File: src/emwt_pkg.sv
// shared constants for the external memory wait and timing block
package emwt_pkg;

  // register byte offsets on the APB
  localparam logic [7:0]  EMWT_OFS_ROM0    = 8'h00;
  localparam logic [7:0]  EMWT_OFS_ROM4    = 8'h04;
  localparam logic [7:0]  EMWT_OFS_SD2     = 8'h08;
  localparam logic [7:0]  EMWT_OFS_SD3     = 8'h0C;
  localparam logic [7:0]  EMWT_OFS_NORM    = 8'h10;

  // values after reset (all five happen to share one pattern)
  localparam logic [31:0] EMWT_RST_ROM     = 32'h0000_0540;
  localparam logic [31:0] EMWT_RST_SD2     = 32'h0000_0540;
  localparam logic [31:0] EMWT_RST_SD3     = 32'h0000_0540;
  localparam logic [31:0] EMWT_RST_NORM    = 32'h0000_0540;

  // writable bits of each register
  localparam logic [31:0] EMWT_WMASK_ROM   = 32'h0003_1FC3;
  localparam logic [31:0] EMWT_WMASK_SD2   = 32'h0000_0180;
  localparam logic [31:0] EMWT_WMASK_SD3   = 32'h0000_6D98;
  localparam logic [31:0] EMWT_WMASK_NORM  = 32'h0007_1FC3;

  // reserved bits that always read as one
  localparam logic [31:0] EMWT_ONES_SD2    = 32'h0000_0440;
  localparam logic [31:0] EMWT_ONES_SD3    = 32'h0000_0040;

  // field positions (low bit of each field)
  localparam int EMWT_POS_BURST  = 16;  // burst_stall_count, 2 bits
  localparam int EMWT_POS_WRITE  = 16;  // write_stall_count, 3 bits
  localparam int EMWT_POS_SETUP  = 11;  // strobe_setup_delay, 2 bits
  localparam int EMWT_POS_WAIT   = 7;   // access wait code, 4 bits
  localparam int EMWT_POS_MASK   = 6;   // ext_stall_mask
  localparam int EMWT_POS_HOLD   = 0;   // strobe_hold_delay, 2 bits
  localparam int EMWT_POS_CL     = 7;   // column latency, 2 bits
  localparam int EMWT_POS_TRP    = 13;  // precharge_to_activate_gap
  localparam int EMWT_POS_TRCD   = 10;  // activate_to_access_gap
  localparam int EMWT_POS_TRWL   = 3;   // write_to_precharge_gap

  // access areas served by the stall sequencer
  typedef enum logic [1:0] {
    EMWT_AREA_ROM0 = 2'h0,
    EMWT_AREA_ROM4 = 2'h1,
    EMWT_AREA_NORM = 2'h2
  } emwt_area_t;

  // largest legal wait count; prohibited codes clamp to it
  localparam logic [4:0] EMWT_WAIT_MAX = 5'h18;

  // access wait code to wait cycles
  function automatic logic [4:0] emwt_wait_decode(input logic [3:0] code);
    logic [4:0] cycles;
    cycles = EMWT_WAIT_MAX;
    case (code)
      4'h0, 4'h1, 4'h2, 4'h3, 4'h4, 4'h5, 4'h6: cycles = {1'b0, code};
      4'h7: cycles = 5'h08;
      4'h8: cycles = 5'h0A;
      4'h9: cycles = 5'h0C;
      4'hA: cycles = 5'h0E;
      4'hB: cycles = 5'h12;
      default: cycles = EMWT_WAIT_MAX;
    endcase
    return cycles;
  endfunction

endpackage

File: src/emwt_stall_seq.sv
`timescale 1ns/10ps
`default_nettype none
// counts programmed wait cycles, then stretches while the external wait is honoured
module emwt_stall_seq
  import emwt_pkg::*;
#(
  parameter int CW = 5              // width of the wait count
) (
  // clock and reset
  input  wire logic          pclk,
  input  wire logic          presetn,
  // request
  input  wire logic          start,
  input  wire logic [CW-1:0] count,
  input  wire logic          mask,
  input  wire logic          ext_wait,
  // status
  output logic               busy,
  output logic               done
);

  // one-hot sequencer states
  typedef enum logic [2:0] {
    EMWT_SQ_IDLE   = 3'b001,
    EMWT_SQ_COUNT  = 3'b010,
    EMWT_SQ_EXTEND = 3'b100
  } emwt_sq_t;

  emwt_sq_t        state,  next_state;   // sequencer state
  logic [CW-1:0]   cnt,    next_cnt;     // remaining wait cycles
  logic            msk,    next_msk;     // mask latched per access
  logic            next_busy;
  logic            next_done;

  // next state; the mask is frozen at start so a rewrite mid access is harmless
  always_comb begin
    next_state = state;
    next_cnt   = cnt;
    next_msk   = msk;
    next_done  = 1'b0;
    case (state)
      EMWT_SQ_IDLE: begin
        if (start) begin
          next_state = EMWT_SQ_COUNT;
          next_cnt   = count;
          next_msk   = mask;
        end
      end
      EMWT_SQ_COUNT: begin
        if (cnt != '0) begin
          next_cnt = cnt - 1'b1;
        // mask gates ext wait
        end else if (!msk && ext_wait) begin
          next_state = EMWT_SQ_EXTEND;
        end else begin
          next_state = EMWT_SQ_IDLE;
          next_done  = 1'b1;
        end
      end
      EMWT_SQ_EXTEND: begin
        // stretch until released
        if (!ext_wait) begin
          next_state = EMWT_SQ_IDLE;
          next_done  = 1'b1;
        end
      end
      default: next_state = EMWT_SQ_IDLE;
    endcase
    next_busy = (next_state != EMWT_SQ_IDLE);
  end

  // registers only
  always_ff @(posedge pclk or negedge presetn) begin
    if (!presetn) begin
      state <= EMWT_SQ_IDLE;
      cnt   <= '0;
      msk   <= 1'b1;
      busy  <= 1'b0;
      done  <= 1'b0;
    end else begin
      state <= next_state;
      cnt   <= next_cnt;
      msk   <= next_msk;
      busy  <= next_busy;
      done  <= next_done;
    end
  end

endmodule // emwt_stall_seq
`default_nettype wire

File: src/emwt_gap_timer.sv
`timescale 1ns/10ps
`default_nettype none
// least spacing between two sdram commands; allowed rises gap+1 cycles after trigger
module emwt_gap_timer
  import emwt_pkg::*;
#(
  parameter int GW = 2              // width of the gap code
) (
  // clock and reset
  input  wire logic          pclk,
  input  wire logic          presetn,
  // trigger and spacing
  input  wire logic          trigger,
  input  wire logic [GW-1:0] gap,
  // result
  output logic               allowed
);

  logic [GW-1:0] cnt, next_cnt;      // cycles still to wait
  logic          next_allowed;

  // reload on trigger, else count down to zero
  always_comb begin
    next_cnt = cnt;
    if (trigger) begin
      next_cnt = gap;
    end else if (cnt != '0) begin
      next_cnt = cnt - 1'b1;
    end
    next_allowed = (next_cnt == '0);
  end

  // registers only
  always_ff @(posedge pclk or negedge presetn) begin
    if (!presetn) begin
      cnt     <= '0;
      allowed <= 1'b1;
    end else begin
      cnt     <= next_cnt;
      allowed <= next_allowed;
    end
  end

endmodule // emwt_gap_timer
`default_nettype wire

File: src/emwt_timing_cfg.sv
// Notes on behaviour
// wait code table 0..24, three codes prohibited
// nonzero write count overrides access wait
// write code zero reuses access wait
// stall mask zero honours external wait
// strobe setup delay half-cycle steps after select
// strobe hold delay half-cycle steps after strobe
// burst beats after first get burst count
// burst first beat and writes use access code
// area two column latency one to four
// area three column latency one to four
// software mirrors latency into mode settings
// precharge to activate least spacing
// activate to access least spacing
// store to precharge spacing
// area three gaps govern both sdram areas
// fixed reserved ones read one
// honoured external wait extends the access
// software avoids prohibited wait codes
`timescale 1ns/10ps
`default_nettype none
module emwt_timing_cfg
  import emwt_pkg::*;
(
  // clock and reset
  input  wire logic        pclk,
  input  wire logic        presetn,
  // apb slave
  input  wire logic        psel,
  input  wire logic        penable,
  input  wire logic        pwrite,
  input  wire logic [7:0]  paddr,
  input  wire logic [31:0] pwdata,
  output logic [31:0]      prdata,
  output logic             pready,
  output logic             pslverr,
  // access request from the bus engine
  input  wire logic        acc_start,
  input  wire logic [1:0]  acc_area,
  input  wire logic        acc_write,
  input  wire logic        acc_burst_next,
  input  wire logic        ext_wait,
  // access timing results
  output logic             acc_busy,
  output logic             acc_done,
  output logic [1:0]       acc_setup_delay,
  output logic [1:0]       acc_hold_delay,
  output logic [4:0]       acc_wait_cycles,
  // sdram command events
  input  wire logic        sd_precharge,
  input  wire logic        sd_activate,
  input  wire logic        sd_store,
  // sdram spacing and latency results
  output logic             sd_activate_ok,
  output logic             sd_access_ok,
  output logic             sd_precharge_ok,
  output logic [2:0]       sd_area2_latency,
  output logic [2:0]       sd_area3_latency
);

  // ---------------------------------------------------------------
  // register storage
  // ---------------------------------------------------------------
  logic [31:0] burst_rom_area0_timing, next_burst_rom_area0_timing;
  logic [31:0] burst_rom_area4_timing, next_burst_rom_area4_timing;
  logic [31:0] sdram_area2_latency,    next_sdram_area2_latency;
  logic [31:0] sdram_area3_timing,     next_sdram_area3_timing;
  logic [31:0] normal_area_timing,     next_normal_area_timing;

  // apb answer state
  logic        next_pready;             // answer flag for access phase
  logic [31:0] next_prdata;             // read data captured with answer
  logic        next_pslverr;            // unmapped address flag
  logic        apb_access;              // access phase, not yet answered
  logic        apb_commit;              // edge where master samples pready
  logic        hit_rom0;
  logic        hit_rom4;
  logic        hit_sd2;
  logic        hit_sd3;
  logic        hit_norm;
  logic        hit_any;

  // address decode; anything outside the five words is refused
  always_comb begin
    hit_rom0 = 1'b0;
    hit_rom4 = 1'b0;
    hit_sd2  = 1'b0;
    hit_sd3  = 1'b0;
    hit_norm = 1'b0;
    if (paddr == EMWT_OFS_ROM0) begin
      hit_rom0 = 1'b1;
    end else if (paddr == EMWT_OFS_ROM4) begin
      hit_rom4 = 1'b1;
    end else if (paddr == EMWT_OFS_SD2) begin
      hit_sd2 = 1'b1;
    end else if (paddr == EMWT_OFS_SD3) begin
      hit_sd3 = 1'b1;
    end else if (paddr == EMWT_OFS_NORM) begin
      hit_norm = 1'b1;
    end
    hit_any = hit_rom0 | hit_rom4 | hit_sd2 | hit_sd3 | hit_norm;
  end

  // apb handshake: answer one cycle into the access phase, so every
  // transfer costs setup + two access cycles; keeps prdata a clean flop
  always_comb begin
    apb_access   = psel && penable && !pready;
    apb_commit   = psel && penable && pready;
    next_pready  = apb_access;
    next_pslverr = apb_access && !hit_any;
    next_prdata  = prdata;
    if (apb_access) begin
      next_prdata = 32'h0000_0000;
      // fixed ones show on read
      if (hit_rom0) begin
        next_prdata = burst_rom_area0_timing;
      end else if (hit_rom4) begin
        next_prdata = burst_rom_area4_timing;
      end else if (hit_sd2) begin
        next_prdata = sdram_area2_latency | EMWT_ONES_SD2;
      end else if (hit_sd3) begin
        next_prdata = sdram_area3_timing | EMWT_ONES_SD3;
      end else if (hit_norm) begin
        next_prdata = normal_area_timing;
      end
    end
  end

  // register writes take effect at the committing edge only;
  // reserved bits are forced, so a careless write cannot disturb them
  always_comb begin
    next_burst_rom_area0_timing = burst_rom_area0_timing;
    next_burst_rom_area4_timing = burst_rom_area4_timing;
    next_sdram_area2_latency    = sdram_area2_latency;
    next_sdram_area3_timing     = sdram_area3_timing;
    next_normal_area_timing     = normal_area_timing;
    if (apb_commit && pwrite && !pslverr) begin
      if (hit_rom0) begin
        next_burst_rom_area0_timing = pwdata & EMWT_WMASK_ROM;
      end else if (hit_rom4) begin
        next_burst_rom_area4_timing = pwdata & EMWT_WMASK_ROM;
      end else if (hit_sd2) begin
        // reserved ones kept
        next_sdram_area2_latency = (pwdata & EMWT_WMASK_SD2) | EMWT_ONES_SD2;
      end else if (hit_sd3) begin
        next_sdram_area3_timing = (pwdata & EMWT_WMASK_SD3) | EMWT_ONES_SD3;
      end else if (hit_norm) begin
        next_normal_area_timing = pwdata & EMWT_WMASK_NORM;
      end
    end
  end

  // register file and apb answer flops
  always_ff @(posedge pclk or negedge presetn) begin
    if (!presetn) begin
      burst_rom_area0_timing <= EMWT_RST_ROM;
      burst_rom_area4_timing <= EMWT_RST_ROM;
      sdram_area2_latency    <= EMWT_RST_SD2;
      sdram_area3_timing     <= EMWT_RST_SD3;
      normal_area_timing     <= EMWT_RST_NORM;
      pready                 <= 1'b0;
      pslverr                <= 1'b0;
      prdata                 <= 32'h0000_0000;
    end else begin
      burst_rom_area0_timing <= next_burst_rom_area0_timing;
      burst_rom_area4_timing <= next_burst_rom_area4_timing;
      sdram_area2_latency    <= next_sdram_area2_latency;
      sdram_area3_timing     <= next_sdram_area3_timing;
      normal_area_timing     <= next_normal_area_timing;
      pready                 <= next_pready;
      pslverr                <= next_pslverr;
      prdata                 <= next_prdata;
    end
  end

  // ---------------------------------------------------------------
  // access wait selection
  // ---------------------------------------------------------------
  logic [31:0] sel_reg;                 // register of the addressed area
  logic [2:0]  write_stall_count;       // write code, normal area only
  logic [1:0]  burst_stall_count;       // later beat count, rom areas
  logic [3:0]  wait_code;               // general access wait code
  logic        ext_stall_mask;          // external wait mask of the area
  logic [1:0]  strobe_setup_delay;
  logic [1:0]  strobe_hold_delay;
  logic [4:0]  sel_wait;                // chosen wait cycles
  logic [4:0]  next_acc_wait_cycles;
  logic [1:0]  next_acc_setup_delay;
  logic [1:0]  next_acc_hold_delay;
  logic        seq_start;               // start accepted by the sequencer

  // pick the area register; reserved area code falls back to normal space
  always_comb begin
    if (acc_area == EMWT_AREA_ROM0) begin
      sel_reg = burst_rom_area0_timing;
    end else if (acc_area == EMWT_AREA_ROM4) begin
      sel_reg = burst_rom_area4_timing;
    end else begin
      sel_reg = normal_area_timing;
    end
    write_stall_count  = normal_area_timing[EMWT_POS_WRITE +: 3];
    burst_stall_count  = sel_reg[EMWT_POS_BURST +: 2];
    wait_code          = sel_reg[EMWT_POS_WAIT +: 4];
    ext_stall_mask     = sel_reg[EMWT_POS_MASK];
    strobe_setup_delay = sel_reg[EMWT_POS_SETUP +: 2];
    strobe_hold_delay  = sel_reg[EMWT_POS_HOLD +: 2];
  end

  // wait count for this beat; prohibited codes clamp to the largest count
  always_comb begin
    // table decode
    // prohibited codes clamp
    sel_wait = emwt_wait_decode(wait_code);
    if ((acc_area == EMWT_AREA_ROM0) || (acc_area == EMWT_AREA_ROM4)) begin
      // later burst read beats
      if (acc_burst_next && !acc_write) begin
        sel_wait = {3'b000, burst_stall_count};
      end
      // first beat keeps access code
    end else if (acc_write && (write_stall_count != 3'b000)) begin
      // write count overrides
      // code n gives n-1 cycles
      sel_wait = {2'b00, write_stall_count} - 5'h01;
    end
  end

  // latch the timing of each accepted access; held until the next one
  always_comb begin
    seq_start            = acc_start && !acc_busy;
    next_acc_wait_cycles = acc_wait_cycles;
    next_acc_setup_delay = acc_setup_delay;
    next_acc_hold_delay  = acc_hold_delay;
    if (seq_start) begin
      next_acc_wait_cycles = sel_wait;
      // setup code, half cycles
      next_acc_setup_delay = strobe_setup_delay;
      // hold code, half cycles
      next_acc_hold_delay  = strobe_hold_delay;
    end
  end

  // access timing flops
  always_ff @(posedge pclk or negedge presetn) begin
    if (!presetn) begin
      acc_wait_cycles <= 5'h00;
      acc_setup_delay <= 2'h0;
      acc_hold_delay  <= 2'h0;
    end else begin
      acc_wait_cycles <= next_acc_wait_cycles;
      acc_setup_delay <= next_acc_setup_delay;
      acc_hold_delay  <= next_acc_hold_delay;
    end
  end

  // wait counter with external stretch
  emwt_stall_seq #(
    .CW       (5)
  ) u_stall (
    .pclk     (pclk),
    .presetn  (presetn),
    .start    (seq_start),
    .count    (sel_wait),
    .mask     (ext_stall_mask),
    .ext_wait (ext_wait),
    .busy     (acc_busy),
    .done     (acc_done)
  );

  // ---------------------------------------------------------------
  // sdram latency and command spacing
  // ---------------------------------------------------------------
  logic [1:0] area2_column_latency;
  logic [1:0] area3_column_latency;
  logic [1:0] precharge_to_activate_gap;
  logic [1:0] activate_to_access_gap;
  logic [1:0] write_to_precharge_gap;
  logic [2:0] next_sd_area2_latency;
  logic [2:0] next_sd_area3_latency;

  // field extraction and latency decode (code + 1 cycles)
  always_comb begin
    area2_column_latency      = sdram_area2_latency[EMWT_POS_CL +: 2];
    area3_column_latency      = sdram_area3_timing[EMWT_POS_CL +: 2];
    // one set for both areas
    precharge_to_activate_gap = sdram_area3_timing[EMWT_POS_TRP +: 2];
    activate_to_access_gap    = sdram_area3_timing[EMWT_POS_TRCD +: 2];
    write_to_precharge_gap    = sdram_area3_timing[EMWT_POS_TRWL +: 2];
    // area two latency
    next_sd_area2_latency     = {1'b0, area2_column_latency} + 3'h1;
    // area three latency
    next_sd_area3_latency     = {1'b0, area3_column_latency} + 3'h1;
  end

  // latency flops; the mode settings in the sdram itself are software's job
  always_ff @(posedge pclk or negedge presetn) begin
    if (!presetn) begin
      sd_area2_latency <= 3'h3;
      sd_area3_latency <= 3'h3;
    end else begin
      sd_area2_latency <= next_sd_area2_latency;
      sd_area3_latency <= next_sd_area3_latency;
    end
  end

  // precharge to activate
  emwt_gap_timer #(
    .GW      (2)
  ) u_gap_rp (
    .pclk    (pclk),
    .presetn (presetn),
    .trigger (sd_precharge),
    .gap     (precharge_to_activate_gap),
    .allowed (sd_activate_ok)
  );

  // activate to access
  emwt_gap_timer #(
    .GW      (2)
  ) u_gap_rcd (
    .pclk    (pclk),
    .presetn (presetn),
    .trigger (sd_activate),
    .gap     (activate_to_access_gap),
    .allowed (sd_access_ok)
  );

  // store to precharge
  emwt_gap_timer #(
    .GW      (2)
  ) u_gap_rwl (
    .pclk    (pclk),
    .presetn (presetn),
    .trigger (sd_store),
    .gap     (write_to_precharge_gap),
    .allowed (sd_precharge_ok)
  );

endmodule // emwt_timing_cfg
`default_nettype wire

File: config.mk
export PLATFORM = sky130hd
export DESIGN_NAME = emwt_timing_cfg
export DESIGN_NICKNAME = d
export VERILOG_FILES = /design/src/emwt_pkg.sv /design/src/emwt_stall_seq.sv /design/src/emwt_gap_timer.sv /design/src/emwt_timing_cfg.sv
export SDC_FILE = /design/constraint.sdc
export NUM_CORES = 1
export LEC_CHECK = 0
export BUFFER_PORTS_ARGS = -buffer_cell sky130_fd_sc_hd__buf_2
export CAP_MARGIN = 20
export CORE_MARGIN = 4
export CORE_UTILIZATION = 55
export CTS_CLUSTER_DIAMETER = 150
export DETAILED_ROUTE_END_ITERATION = 10
export PLACE_DENSITY_LB_ADDON = 0.3
export SYNTH_ARGS = -nofsm -noshare
export SYNTH_HDL_FRONTEND = slang
export SYNTH_HIERARCHICAL = 1
export SYNTH_SLANG_ARGS = --single-unit
File: constraint.sdc
create_clock -name pclk -period 2.2 [get_ports pclk]
set_input_delay 0 -clock pclk [delete_from_list [all_inputs] [get_ports pclk]]
set_output_delay 0 -clock pclk [all_outputs]
set_load 0.1 [all_outputs]
# Yosys cells after proc, flatten, opt, wreduce, memory -nomap -nowiden
# Index checks and enable logic that the tools add are counted.
word_totals:
  in_bits: 54
  word_cells: 142
  register_bits: 113
  output_inout_bits: 54
classes:
  reduce_logical: 37
  eq_ne: 22
  mux: 44
  bitwise_logic: 8
  addsub: 7
ops:
  columns: ["cell", "n"]
  rows:
  - ["$mux W19", 5]
  - ["$mux W18", 2]
  - ["$pmux W5 S6", 1]
  - ["$mux W5", 5]
  - ["$mux W1", 18]
  - ["$eq A4 B3 Y1 const B", 4]
  - ["$eq A4 B4 Y1 const B", 4]
  - ["$eq A8 B4 Y1 const B", 2]
  - ["$mux W2", 6]
  - ["$mux W3", 4]
  - ["$logic_and A1 B1 Y1", 10]
  - ["$pmux W5 S2", 1]
  - ["$pmux W3 S3", 1]
  - ["$eq A4 B2 Y1 const B", 2]
  - ["$eq A8 B3 Y1 const B", 1]
  - ["$eq A8 B5 Y1 const B", 1]
  - ["$logic_not A2 Y1", 4]
  - ["$logic_not A8 Y1", 1]
  - ["$reduce_bool A2 Y1", 4]
  - ["$reduce_or A7 Y1", 1]
  - ["$add A2 B1 Y3 const B", 2]
  - ["$logic_not A1 Y1", 6]
  - ["$reduce_and A3 Y1", 2]
  - ["$reduce_and A6 Y1", 1]
  - ["other kinds (21)", 30]

# Depth between registers and ports, before layout
# Gate-level depths: netlist of run 1.
depth:
  ltp_word: 11
  mapped_depth: 9
  ltp_nobuf: 9

# Cells and area by module
# The synthesis of run 1 kept the hierarchy.
by_module_without_submodules:
  columns: ["module", "cells_per_inst", "n_inst", "area_each_um2", "seq_area_each_um2"]
  rows:
  - ["emwt_timing_cfg", 358, 1, 3887.5, 1946.9]
  - ["emwt_stall_seq", 64, 1, 683.2, 277.8]
  - ["emwt_gap_timer", 11, 3, 116.4, 76.3]

# Worst setup path after synthesis of run 1
# Ideal clock, no wire load.
synth_timing:
  path_kind: "register to register"
  start: "register pready"
  end: "register burst_rom_area0_timing[11]"
  required_time_ns: 2.075
  arrival_ns: 2.142
  path_slack_ns: -0.067
  period_less_slack_ns: 2.267
  n_path_buf: 2
  setup_ns: 0.125
  stages_incl_launch_ff: 7
  cell_sequence: "dfrtp_1 -> nand2_1 -> or3_1 -> clkbuf_1 -> or2_1 -> buf_6 -> mux2_4"
synth_between:
  elab_chain_cells: 4
synth_lines:
  columns: ["item", "line", "source"]
  rows:
  - ["from (decl)", "emwt_timing_cfg.sv:35", "output logic pready,"]
  - ["from (signal assigned)", "emwt_timing_cfg.sv:170", "pready <= next_pready;"]
  - ["$logic_and A1 B1 Y1", "emwt_timing_cfg.sv:108", "apb_commit = psel && penable && pready;"]
  - ["$logic_and A1 B1 Y1 (2 in a row)", "emwt_timing_cfg.sv:137", "if (apb_commit && pwrite && !pslverr) begin"]
  - ["$reduce_and A2 Y1 (no line)", null, null]
  - ["to (signal assigned)", "emwt_timing_cfg.sv:165", "burst_rom_area0_timing <= next_burst_rom_area0_timing;"]
  - ["to (decl)", "emwt_timing_cfg.sv:64", "logic [31:0] burst_rom_area0_timing, next_burst_rom_area0_timing;"]
# Every way passes these cells.
# A chain may end at the register's enable or synchronous reset.

# Worst setup path in the final report of run 1
layout_timing:
  start: "register burst_rom_area4_timing[7]"
  end: "register u_stall.cnt[2]"
layout_between:
  elab_chain_cells: 9
  word_cells_on_any_way: 21
  cone_classes: "eq/ne: 11; mux: 8; reduce/logical: 2"
layout_lines:
  columns: ["item", "line", "source"]
  rows:
  - ["from (decl)", "emwt_timing_cfg.sv:65", "logic [31:0] burst_rom_area4_timing, next_burst_rom_area4_timing;"]
  - ["from (signal assigned)", "emwt_timing_cfg.sv:166", "burst_rom_area4_timing <= next_burst_rom_area4_timing;"]
  - ["$mux W18 (*)", "emwt_timing_cfg.sv:196", "end else if (acc_area == EMWT_AREA_ROM4) begin"]
  - ["$mux W18 (*)", "emwt_timing_cfg.sv:194", "if (acc_area == EMWT_AREA_ROM0) begin"]
  - ["$eq A4 B1 Y1 (tied with other cells)", "emwt_pkg.sv:53", "case (code)"]
  - ["$reduce_or A7 Y1", "emwt_pkg.sv:53", null]
  - ["$pmux W5 S6 (*)", "emwt_pkg.sv:53", null]
  - ["$mux W5, on equally long branches", "emwt_timing_cfg.sv:220, emwt_timing_cfg.sv:216", null]
  - ["$mux W5 (*)", "emwt_timing_cfg.sv:214", "if ((acc_area == EMWT_AREA_ROM0) || (acc_area == EMWT_AREA_ROM4)) begin"]
  - ["net sel_wait[2]", "emwt_timing_cfg.sv:186", "logic [4:0] sel_wait;"]
  - ["$mux W5 (*)", "emwt_stall_seq.sv:43", "if (start) begin"]
  - ["$pmux W5 S2 (*)", "emwt_stall_seq.sv:41", "case (state)"]
  - ["to (signal assigned)", "emwt_stall_seq.sv:82", "cnt <= next_cnt;"]
  - ["to (decl)", "emwt_stall_seq.sv:30", "logic [CW-1:0] cnt, next_cnt;"]
# Mark *: on every way through the listed nets, which the timed path passes. The rest lies on a longest branch. The select of a mux whose other input is x is not followed.

==> qor.txt, run 1 <==
first-pass GRT wire length -> 18.96 mm
leading area contributor after synthesis -> dfrtp_1
WL final -> 11.42 mm
outcome -> finished clean
CTS tree -> yes
Post-Layout Inst Area -> 0.005813 mm²
Ys Warns -> 6
Die W -> 102.6 µm
fin nets -> 620
setup_tns -> 0 ns
most frequent cells in the layout -> 75 x dfrtp_1, 74 x buf_2, 50 x nand2_1, 35 x mux2_2, 34 x o21ai_0
largest net degree at the start of global routing -> 61
row count -> 34
Placed Area -> 0.005421 mm²
CORE AREA -> 0.008721 mm²
met2 routed wirelength -> 5.841 mm
global route overflow -> 0
DRT met1 WL -> 4.868 mm
Final Hold Fails -> 0
commonest non-fill, non-tap cell in the layout -> dfrtp_1
register bit total from synthesis -> 97
starting DRC count in detailed routing -> 170
clock sinks -> 97
Worst Tran Pin Value -> 0.5931 ns
DRC violations left -> 0
ranking of synthesized cells by area -> dfrtp_1 39%, dfstp_2 11%, mux2_2 8.0%
max_cap viols -> 0
area of the mapped netlist -> 0.004920 mm²
CP Capture Type -> flip-flop
Top Metal Used -> met4
n_diodes -> 0
gpl congestion -> 0.9031
Max VDD drop -> 395.6 µV
die area -> 0.01052 mm²
synth unique cells -> 62
area share of the largest cell type after synthesis -> 38.66%
final core utilization -> 66.66%
Mean Syn Cell Area -> 10.81 µm²
# IOs -> 108
drt wl/cell -> 16.96 µm
Reg2Reg Depth -> 7
relative slew slack -> 60.31%
most used flip-flop cell after synthesis -> dfrtp_1
Max Clock Skew -> 0.01481 ns
Clock transition at path regs -> 0.09 ns
worst min-delay path category -> input port to flip-flop
Root Driver -> clkbuf_8
post-synthesis cell count -> 455
dpl hpwl -> 8.452 mm
Max Fclk -> 0.4959 GHz
WP data arrival -> 2.26 ns
RSZ-0062 raised after global routing -> no
Tot Pwr -> 4.337 mW
hold path depth -> 4
Worst Path Required -> 2.44 ns
die height -> 102.6 µm
Max Root-Sink Buffers -> 2
Startpoint Class -> flip-flop
EDFF count, synth -> 0
vias per cell -> 5.692
Area Growth Syn to Fin -> 18.16%
input/output buffers -> 75
Met3 Routed Length -> 538 µm
H-Tree Depth -> 3
Synth async-reset ratio -> 100.0%
sequential area share after synthesis -> 49.87%
DRT antenna net count -> 0
Starting Density -> 56.41%
# setup viols final -> 0
Max FO, Critical Path -> 4
# resized after CTS -> 0
vias in the first global route -> 3,890
Power Dens Cells -> 746.1 mW/mm²
drt pass-1 iters -> 5
Num CTS Buffers -> 9
antenna violations before repair -> 0
Tcrit/Tclk final -> 91.65%
layout cells sized above 1 -> 34.16%
fin. max-slew vios -> 0
Crit Path Class -> flip-flop to flip-flop
Skew-Pair Late Insertion Delay -> 0.36 ns
vias -> 3,831
leakage power -> 2.751 nW
GRT Overall Usage -> 22.97%
fin crit period -> 2.016 ns
## final cells by class
| type | count | area, µm² |
|---|---|---|
| clock inverter | 5 | 40.04 |
| tap | 108 | 135.1 |
| inverter | 12 | 45.04 |
| fill | 696 | 2908 |
| clock buffer | 11 | 141.4 |
| multi-input combinational | 328 | 2276 |
| timing repair buffer | 112 | 720.7 |
| sequential | 97 | 2455 |
## final timing paths
path                                                        from                           endpoint  slack (ns)
setup / recovery           burst_rom_area4_timing[7]$_DFFE_PN0P_         u_stall/cnt[2]$_DFFE_PN0P_        0.18
setup reg to reg           burst_rom_area4_timing[7]$_DFFE_PN0P_         u_stall/cnt[2]$_DFFE_PN0P_        0.18
hold / removal                                          paddr[0]              prdata[7]$_DFFE_PN0P_        0.05
min in group asynchronous                                presetn          u_gap_rp/cnt[0]$_DFF_PN0_        0.14
hold reg to reg                sdram_area3_timing[7]$_DFFE_PN0P_      sd_area3_latency[0]$_DFF_PN1_        0.44
max in group asynchronous                                presetn  normal_area_timing[6]$_DFFE_PN1P_        1.31
## metal layers
layer | track usage, % | vias to the layer above
met2 | 39.18 | 98
met3 | 3.924 | 16
met4 | 6.054 | 0
met5 | 0 | -
met1 | 30.52 | 1895
li1 | - | 1822
## report_power, final
group | switching, mW | internal (mW)
Clock | 0.626 | 0.452
Sequential | 0.142 | 1.91
Combinational | 0.875 | 0.335
Total | 1.64 | 2.69
## what timing repair did
| action | 4_1_cts | 5_1_grt |
|---|---|---|
| hold buffers | 21 | 0 |
| hold endpoints to repair | 92 | 0 |
| buffers inserted | 0 | 0 |
## cells in the mapped netlist, drive strengths merged, types with 4 or more instances
library cell  instances
dfrtp                76
nand2                50
mux2                 46
o21ai                37
nor2                 32
buf                  23
dfstp                21
a21oi                19
mux2i                13
nand3                13
inv                  11
nand2b               11
clkbuf               10
a211oi                9
a22o                  7
nor3                  7
a22oi                 6
ha                    6
a31oi                 5
nor3b                 5
o22ai                 5
o21a                  4
or2                   4
## worst max-delay path, cell delays in order, from the launching register on
cell      delay, ns
dfrtp_1        0.40
mux2i_1        0.30
o21ai_0        0.24
a211oi_1       0.27
a211oi_1       0.15
nor2_1         0.16
mux2i_1        0.09
a221oi_1       0.29
## metrics by stage
stage | instances | hold slack (ns) | setup WS, ns
after floorplan | 470 | -0.2956 | 0.03351
after global placement | 636 | -0.001278 | 0.3345
after detailed placement | 636 | 0.001361 | 0.2683
after CTS | 673 | 0.03691 | 0.2577
after global routing | 673 | 0.07011 | 0.04188
final | 673 | 0.04531 | 0.1836
## cells by family (layout without fill, tap and decap cells)
family,count (synthesis),after routing,synth area share [%]
and+or+nand+nor,139,139,15.44
AOI/OAI and AO/OA,108,108,14.14
DFF,97,97,49.87
muxes,59,59,13.94
buffers and inverters,45,140,5.010
adders and majority gates,6,6,1.526
other,1,16,0.07622
## registers in the layout, summed over array words and instances, names as in the netlist, 2 cells and up
register                flops
sd_area2_latency            3
acc_wait_cycles             5
u_gap_rcd/cnt               2
u_stall/cnt                 5
burst_rom_area4_timing     11
u_stall/state               3
acc_hold_delay              2
prdata                     16
u_gap_rwl/cnt               2
sd_area3_latency            3
acc_setup_delay             2
u_gap_rp/cnt                2
sdram_area2_latency         2
burst_rom_area0_timing     11
sdram_area3_timing          8
normal_area_timing         12
Note: power is estimated with default switching activity, not from simulation.
==> run 2: changes to the inputs <==
--- a/config.mk
+++ b/config.mk
@@ -8,7 +8,8 @@
 export BUFFER_PORTS_ARGS = -buffer_cell sky130_fd_sc_hd__buf_2
 export CAP_MARGIN = 20
 export CORE_MARGIN = 4
-export CORE_UTILIZATION = 55
+export CORE_UTILIZATION = 56
+export CTS_BUF_LIST = sky130_fd_sc_hd__clkbuf_4 sky130_fd_sc_hd__clkbuf_8
 export CTS_CLUSTER_DIAMETER = 150
 export DETAILED_ROUTE_END_ITERATION = 10
 export PLACE_DENSITY_LB_ADDON = 0.3
==> constraint.sdc (replaced) <==
create_clock -name pclk -period 1.94 [get_ports pclk]
set_input_delay 0 -clock pclk [delete_from_list [all_inputs] [get_ports pclk]]
set_output_delay 0 -clock pclk [all_outputs]
set_load 0.1 [all_outputs]
==> run 2 against run 1 <==
Compared with the run above:
- critical path depth increased by 1
- total power increased by 17%
- cell count unchanged
==> qor.txt, run 2 (synthesis gave the netlist of run 1 again) <==
outcome -> finished clean
Starting Density -> 58.70%
Worst setup endpoint -> u_stall/cnt[0]$_DFFE_PN0P_
setup repair bufs after CTS -> 0
Tcrit/Tclk final -> 96.81%
starting DRC count in detailed routing -> 139
Die W -> 101.7 µm
fin nets -> 623
dpl hpwl -> 8.448 mm
drt wl/cell -> 17.37 µm
# IOs -> 108
Worst Tran Pin Value -> 0.5042 ns
fin crit period -> 1.878 ns
Worst Path Required -> 2.18 ns
CORE AREA -> 0.008382 mm²
first-pass GRT wire length -> 19.25 mm
gpl congestion -> 0.8468
fin. max-slew vios -> 0
Final Hold Fails -> 0
Crit Path Class -> flip-flop to flip-flop
vias -> 3,867
global route overflow -> 0
# setup viols final -> 0
relative slew slack -> 66.26%
DRC violations left -> 0
GRT Overall Usage -> 23.76%
Max VDD drop -> 883.0 µV
drt pass-1 iters -> 4
Reg2Reg Launch Point -> burst_rom_area4_timing[8]$_DFFE_PN1P_
clock sinks -> 97
vias per cell -> 5.746
most frequent cells in the layout -> 74 x buf_2, 73 x dfrtp_1, 50 x nand2_1, 35 x mux2_2, 32 x o21ai_0
Power Dens Cells -> 862.7 mW/mm²
most flop-heavy register -> prdata
worst min-delay path category -> input port to flip-flop
hold_sp -> paddr[0]
final hold slack -> 0.06722 ns
n_diodes -> 0
DRT antenna net count -> 0
Global Route met2 Usage -> 39.89%
layout cells sized above 1 -> 35.92%
Num CTS Buffers -> 9
max_cap viols -> 0
Root Driver -> clkbuf_8
Skew-Pair Late Insertion Delay -> 0.37 ns
antenna violations before repair -> 0
WL final -> 11.69 mm
Max Clock Skew -> 0.01230 ns
Tot Pwr -> 5.094 mW
CP Launch Point -> burst_rom_area4_timing[8]$_DFFE_PN1P_
largest net degree at the start of global routing -> 45
Startpoint Class -> flip-flop
max reg flops -> 16
met3 usage -> 4.477%
leakage power -> 2.783 nW
die height -> 101.7 µm
fraction of met1 tracks used by global routing -> 31.28%
Max Fclk -> 0.5324 GHz
CTS tree -> yes
WP data arrival -> 2.12 ns
H-Tree Depth -> 3
vias in the first global route -> 3,934
Max Root-Sink Buffers -> 2
commonest non-fill, non-tap cell in the layout -> buf_2
Clock transition at path regs -> 0.10 ns
Reg2Reg Depth -> 8
Max FO, Critical Path -> 5
Regs by FF count -> prdata x16, normal_area_timing x12
R2R Path End -> u_stall/cnt[0]$_DFFE_PN0P_
CP Capture Type -> flip-flop
input/output buffers -> 75
Area Growth Syn to Fin -> 20.02%
Reg2Reg Setup Slack -> 0.06 ns
row count -> 33
GRT busiest layer -> met2
die area -> 0.01035 mm²
## run 2: through the flow
| step | setup TNS (ns) | setup slack, ns | area [µm²] | utilization, % | std cells |
|---|---|---|---|---|---|
| 4_1_cts | 0 | 0.02468 | 5871 | 70.04 | 673 |
| 3_5_place_dp | 0 | 0.04897 | 5460 | 65.14 | 636 |
| 2_1_floorplan | -0.1426 | -0.01321 | 4989 | - | 470 |
| 5_1_grt | -0.09913 | -0.07684 | 5904 | 70.44 | 673 |
| 3_3_place_gp | 0 | 0.1263 | 5460 | 65.14 | 636 |
| 6_report | 0 | 0.06180 | 5904 | 70.44 | 673 |
## run 2: routing by layer
layer  wire (µm)  vias to the layer above
li1            -                     1825
met1        4963                     1909
met2        5952                      115
met3         601                       18
met4         172                        0
met5           0                        -
## run 2: worst min path at each step
stage	endpoint	cells after the start	slack, ns
3_5_place_dp	u_gap_rp/cnt[1]$_DFF_PN0_	1	-0.03
6_report	prdata[7]$_DFFE_PN0P_	4	0.07
5_1_grt	prdata[7]$_DFFE_PN0P_	4	0.07
3_3_place_gp	u_gap_rp/cnt[0]$_DFF_PN0_	1	-0.03
2_1_floorplan	acc_hold_delay[0]$_DFFE_PN0P_	0	-0.30
4_1_cts	prdata[7]$_DFFE_PN0P_	4	0.06
## run 2: where the power goes
part           switching [mW]  internal, mW  leakage (nW)
Sequential              0.175          2.17          1.25
Clock                   0.735         0.607        0.0966
Combinational            1.01         0.398          1.43
Total                    1.92          3.17          2.78
## run 2: layout make-up
type                    count  area (µm²)
clock buffers               9       123.9
well taps                 105       131.4
flip-flops and latches     97        2462
fillers                   624        2477
inverters                  12       45.04
clock inverters             7       76.32
multi-input cells         328        2310
repair buffers            115       755.7
## run 2: worst max-delay path, stage by stage, from the launching register on
cell and delay (ns):
dfstp_2 0.55, mux2i_1 0.09, o21ai_0 0.16, buf_4 0.17
a211oi_2 0.09, a211oi_2 0.25, nor2_1 0.10, o221ai_1 0.25
o21ai_1 0.11
## run 2: repair_timing
item | 4_1_cts | 5_1_grt
setup endpoints to repair | 0 | 3
hold buffers | 21 | 0
endpoints found under the hold margin | 126 | 0
gates resized for setup | 0 | 8
==> run 3: changes to the inputs <==
--- a/config.mk
+++ b/config.mk
@@ -5,6 +5,7 @@
 export SDC_FILE = /design/constraint.sdc
 export NUM_CORES = 1
 export LEC_CHECK = 0
+export ABC_AREA = 1
 export BUFFER_PORTS_ARGS = -buffer_cell sky130_fd_sc_hd__buf_2
 export CAP_MARGIN = 20
 export CORE_MARGIN = 4
==> run 3 against run 2 <==
Compared with the run above:
- clock power about the same
- sequential share of layout area up 0.25 points
- global-route usage up 0.38 points
- non-clock buffer count down 5
- combinational power up 40%
- design area down 0.85%
- sequential cell count unchanged
- worst setup slack better by 0.15 ns
- clock-buffer cell count up 2
- die area up 0.31%
- critical endpoint unchanged
==> qor.txt, run 3 <==
Tcrit/Tclk final -> 88.99%
RSZ-0062 raised after global routing -> no
Mean Syn Cell Area -> 8.366 µm²
GRT busiest layer -> met2
Tot Pwr -> 5.618 mW
GRT Overall Usage -> 24.14%
Synth async-reset ratio -> 100.0%
DRC violations left -> 0
Seq pwr share -> 41.6%
Num CTS Buffers -> 9
gpl congestion -> 0.8999
CP Capture Type -> flip-flop
max_cap viols -> 0
most common library cells after synthesis -> 180 x nand2_1, 76 x dfrtp_1, 58 x inv_1
Max Fclk -> 0.5793 GHz
count leader, synth -> nand2_1
Die W -> 101.9 µm
max reg flops -> 16
drt wl/cell -> 14.57 µm
Max VDD drop -> 713.2 µV
largest net degree at the start of global routing -> 51
commonest non-fill, non-tap cell in the layout -> nand2_1
P_int -> 3.192 mW
n_diodes -> 0
first-pass GRT wire length -> 19.62 mm
Ys Warns -> 6
Regs by FF count -> prdata x16, normal_area_timing x12
fin nets -> 758
Worst Tran Pin Value -> 0.6095 ns
Finished Layout Cells -> 808
Root Driver -> clkbuf_8
EDFF count, synth -> 0
WL final -> 11.78 mm
register bit total from synthesis -> 97
Placed Area -> 0.005450 mm²
setup_tns -> 0 ns
Startpoint Class -> flip-flop
Starting Density -> 58.89%
Max Root-Sink Buffers -> 2
vias per cell -> 5.207
global route overflow -> 0
Skew-Pair Late Insertion Delay -> 0.37 ns
# setup viols final -> 0
Area Growth Syn to Fin -> 18.61%
Final Hold Fails -> 0
final hold slack -> 0.06441 ns
relative slew slack -> 59.37%
leading area contributor after synthesis -> dfrtp_1
fin worst setup slack -> 0.2137 ns
fraction of met1 tracks used by global routing -> 31.91%
Post-Layout Inst Area -> 0.005854 mm²
CTS tree -> yes
fin. max-slew vios -> 0
outcome -> finished clean
Crit Path Class -> flip-flop to flip-flop
Max FO, Critical Path -> 3
setup slack at placement -> 0.2677 ns
WP data arrival -> 1.97 ns
CORE AREA -> 0.008382 mm²
setup repair bufs after CTS -> 0
final core utilization -> 69.85%
ranking of synthesized cells by area -> dfrtp_1 39%, nand2_1 14%, dfstp_2 11%
Worst Path Required -> 2.18 ns
clock sinks -> 97
drt pass-1 iters -> 5
die height -> 101.9 µm
worst min-delay path category -> input port to flip-flop
antenna violations before repair -> 0
Global Route met2 Usage -> 40.90%
area of the mapped netlist -> 0.004936 mm²
Power Dens Cells -> 959.6 mW/mm²
vias in the first global route -> 4,096
fin crit period -> 1.726 ns
combinational share of power -> 35.1%
most flop-heavy register -> prdata
leakage power -> 2.965 nW
# IOs -> 108
dpl hpwl -> 8.489 mm
most used flip-flop cell after synthesis -> dfrtp_1
Net Sw Power -> 2.426 mW
post-synthesis cell count -> 590
placed cells -> 771
most frequent cells in the layout -> 180 x nand2_1, 74 x dfrtp_1, 74 x buf_2, 58 x inv_1, 40 x o21ai_1
area share of the largest cell type after synthesis -> 38.53%
DRT antenna net count -> 0
input/output buffers -> 75
synth unique cells -> 42
H-Tree Depth -> 3
hold buffers post-CTS -> 21
Clock transition at path regs -> 0.11 ns
layout cells sized above 1 -> 27.45%
# resized after CTS -> 0
Clock power frac -> 23.3%
Max Clock Skew -> 0.02207 ns
sequential area share after synthesis -> 49.71%
met3 usage -> 3.549%
vias -> 4,207
row count -> 33
starting DRC count in detailed routing -> 260
Switching Share -> 43.18%
die area -> 0.01038 mm²
==> run 3: cell count changes after synthesis, sizes merged, moves of 7 or more <==
cell / before / now
nand2b: 11 / 0
o21ai: 37 / 53
mux2: 46 / 1
a211oi: 9 / 0
inv: 11 / 72
nand2: 50 / 194
a22o: 7 / 0
mux2i: 13 / 0
nand4: 1 / 9
nand3: 13 / 32
nor2: 32 / 51
==> run 3: path summary, 6_finish.rpt <==
check / startpoint / endpoint / slack (ns) / depth (start not counted)
setup / recovery: burst_rom_area0_timing[8]$_DFFE_PN1P_ / u_stall/cnt[0]$_DFFE_PN0P_ / 0.21 / 13
hold / removal: paddr[2] / prdata[7]$_DFFE_PN0P_ / 0.06 / 5
setup reg to reg: burst_rom_area0_timing[8]$_DFFE_PN1P_ / u_stall/cnt[0]$_DFFE_PN0P_ / 0.21 / 13
hold reg to reg: sdram_area2_latency[7]$_DFFE_PN0P_ / sd_area2_latency[0]$_DFF_PN1_ / 0.46 / 1
max in group asynchronous: presetn / burst_rom_area4_timing[6]$_DFFE_PN1P_ / 1.02 / 3
min in group asynchronous: presetn / u_gap_rwl/cnt[1]$_DFF_PN0_ / 0.17 / 2
==> run 3: cell type report <==
cell class | instances | area, µm²
clock inverters | 5 | 42.54
inverters | 74 | 277.8
repair buffers | 110 | 718.2
flip-flops and latches | 97 | 2456
clock buffers | 11 | 151.4
well taps | 105 | 131.4
fillers | 692 | 2527
multi-input cells | 406 | 2077
==> run 3: cells by family after synthesis <==
logic type / count (synthesis) / share of synthesized area, %
compound gates: 87 / 9.911
mux: 1 / 0.2281
flops: 97 / 49.71
other cells: 1 / 0.07597
simple gates: 295 / 29.02
xor+xnor: 1 / 0.1775
buf+inv: 102 / 9.354
fa+ha+maj: 6 / 1.521
==> run 3: metal layers <==
metal	part of all wire (%)	vias to the layer above
li1	-	2072
met1	44	1994
met2	49	118
met3	4.6	23
met4	2.3	0
met5	0	-
==> run 3: critical path, stage by stage (launching register included) <==
cell and delay, ns:
dfstp_2 0.55, inv_1 0.05, nand2_1 0.10, nand3_4 0.10, nor2_4 0.15, nand2_2 0.08
nand2_1 0.07, nand2_1 0.06, nand2_1 0.07, nand2_1 0.08, nand2_1 0.07, o21ai_0 0.10
nand2_2 0.07, o21ai_2 0.05
==> run 3: power groups by stage <==
stage | combinational, mW | clock [mW] | sequential (mW)
finish | 1.97 | 1.31 | 2.34
global route | 2.11 | 1.43 | 2.36
CTS | 1.97 | 1.32 | 2.34
detailed placement | 1.94 | 0 | 2.37
global placement | 1.90 | 0 | 2.37
floorplan | 0.816 | 0 | 3.13
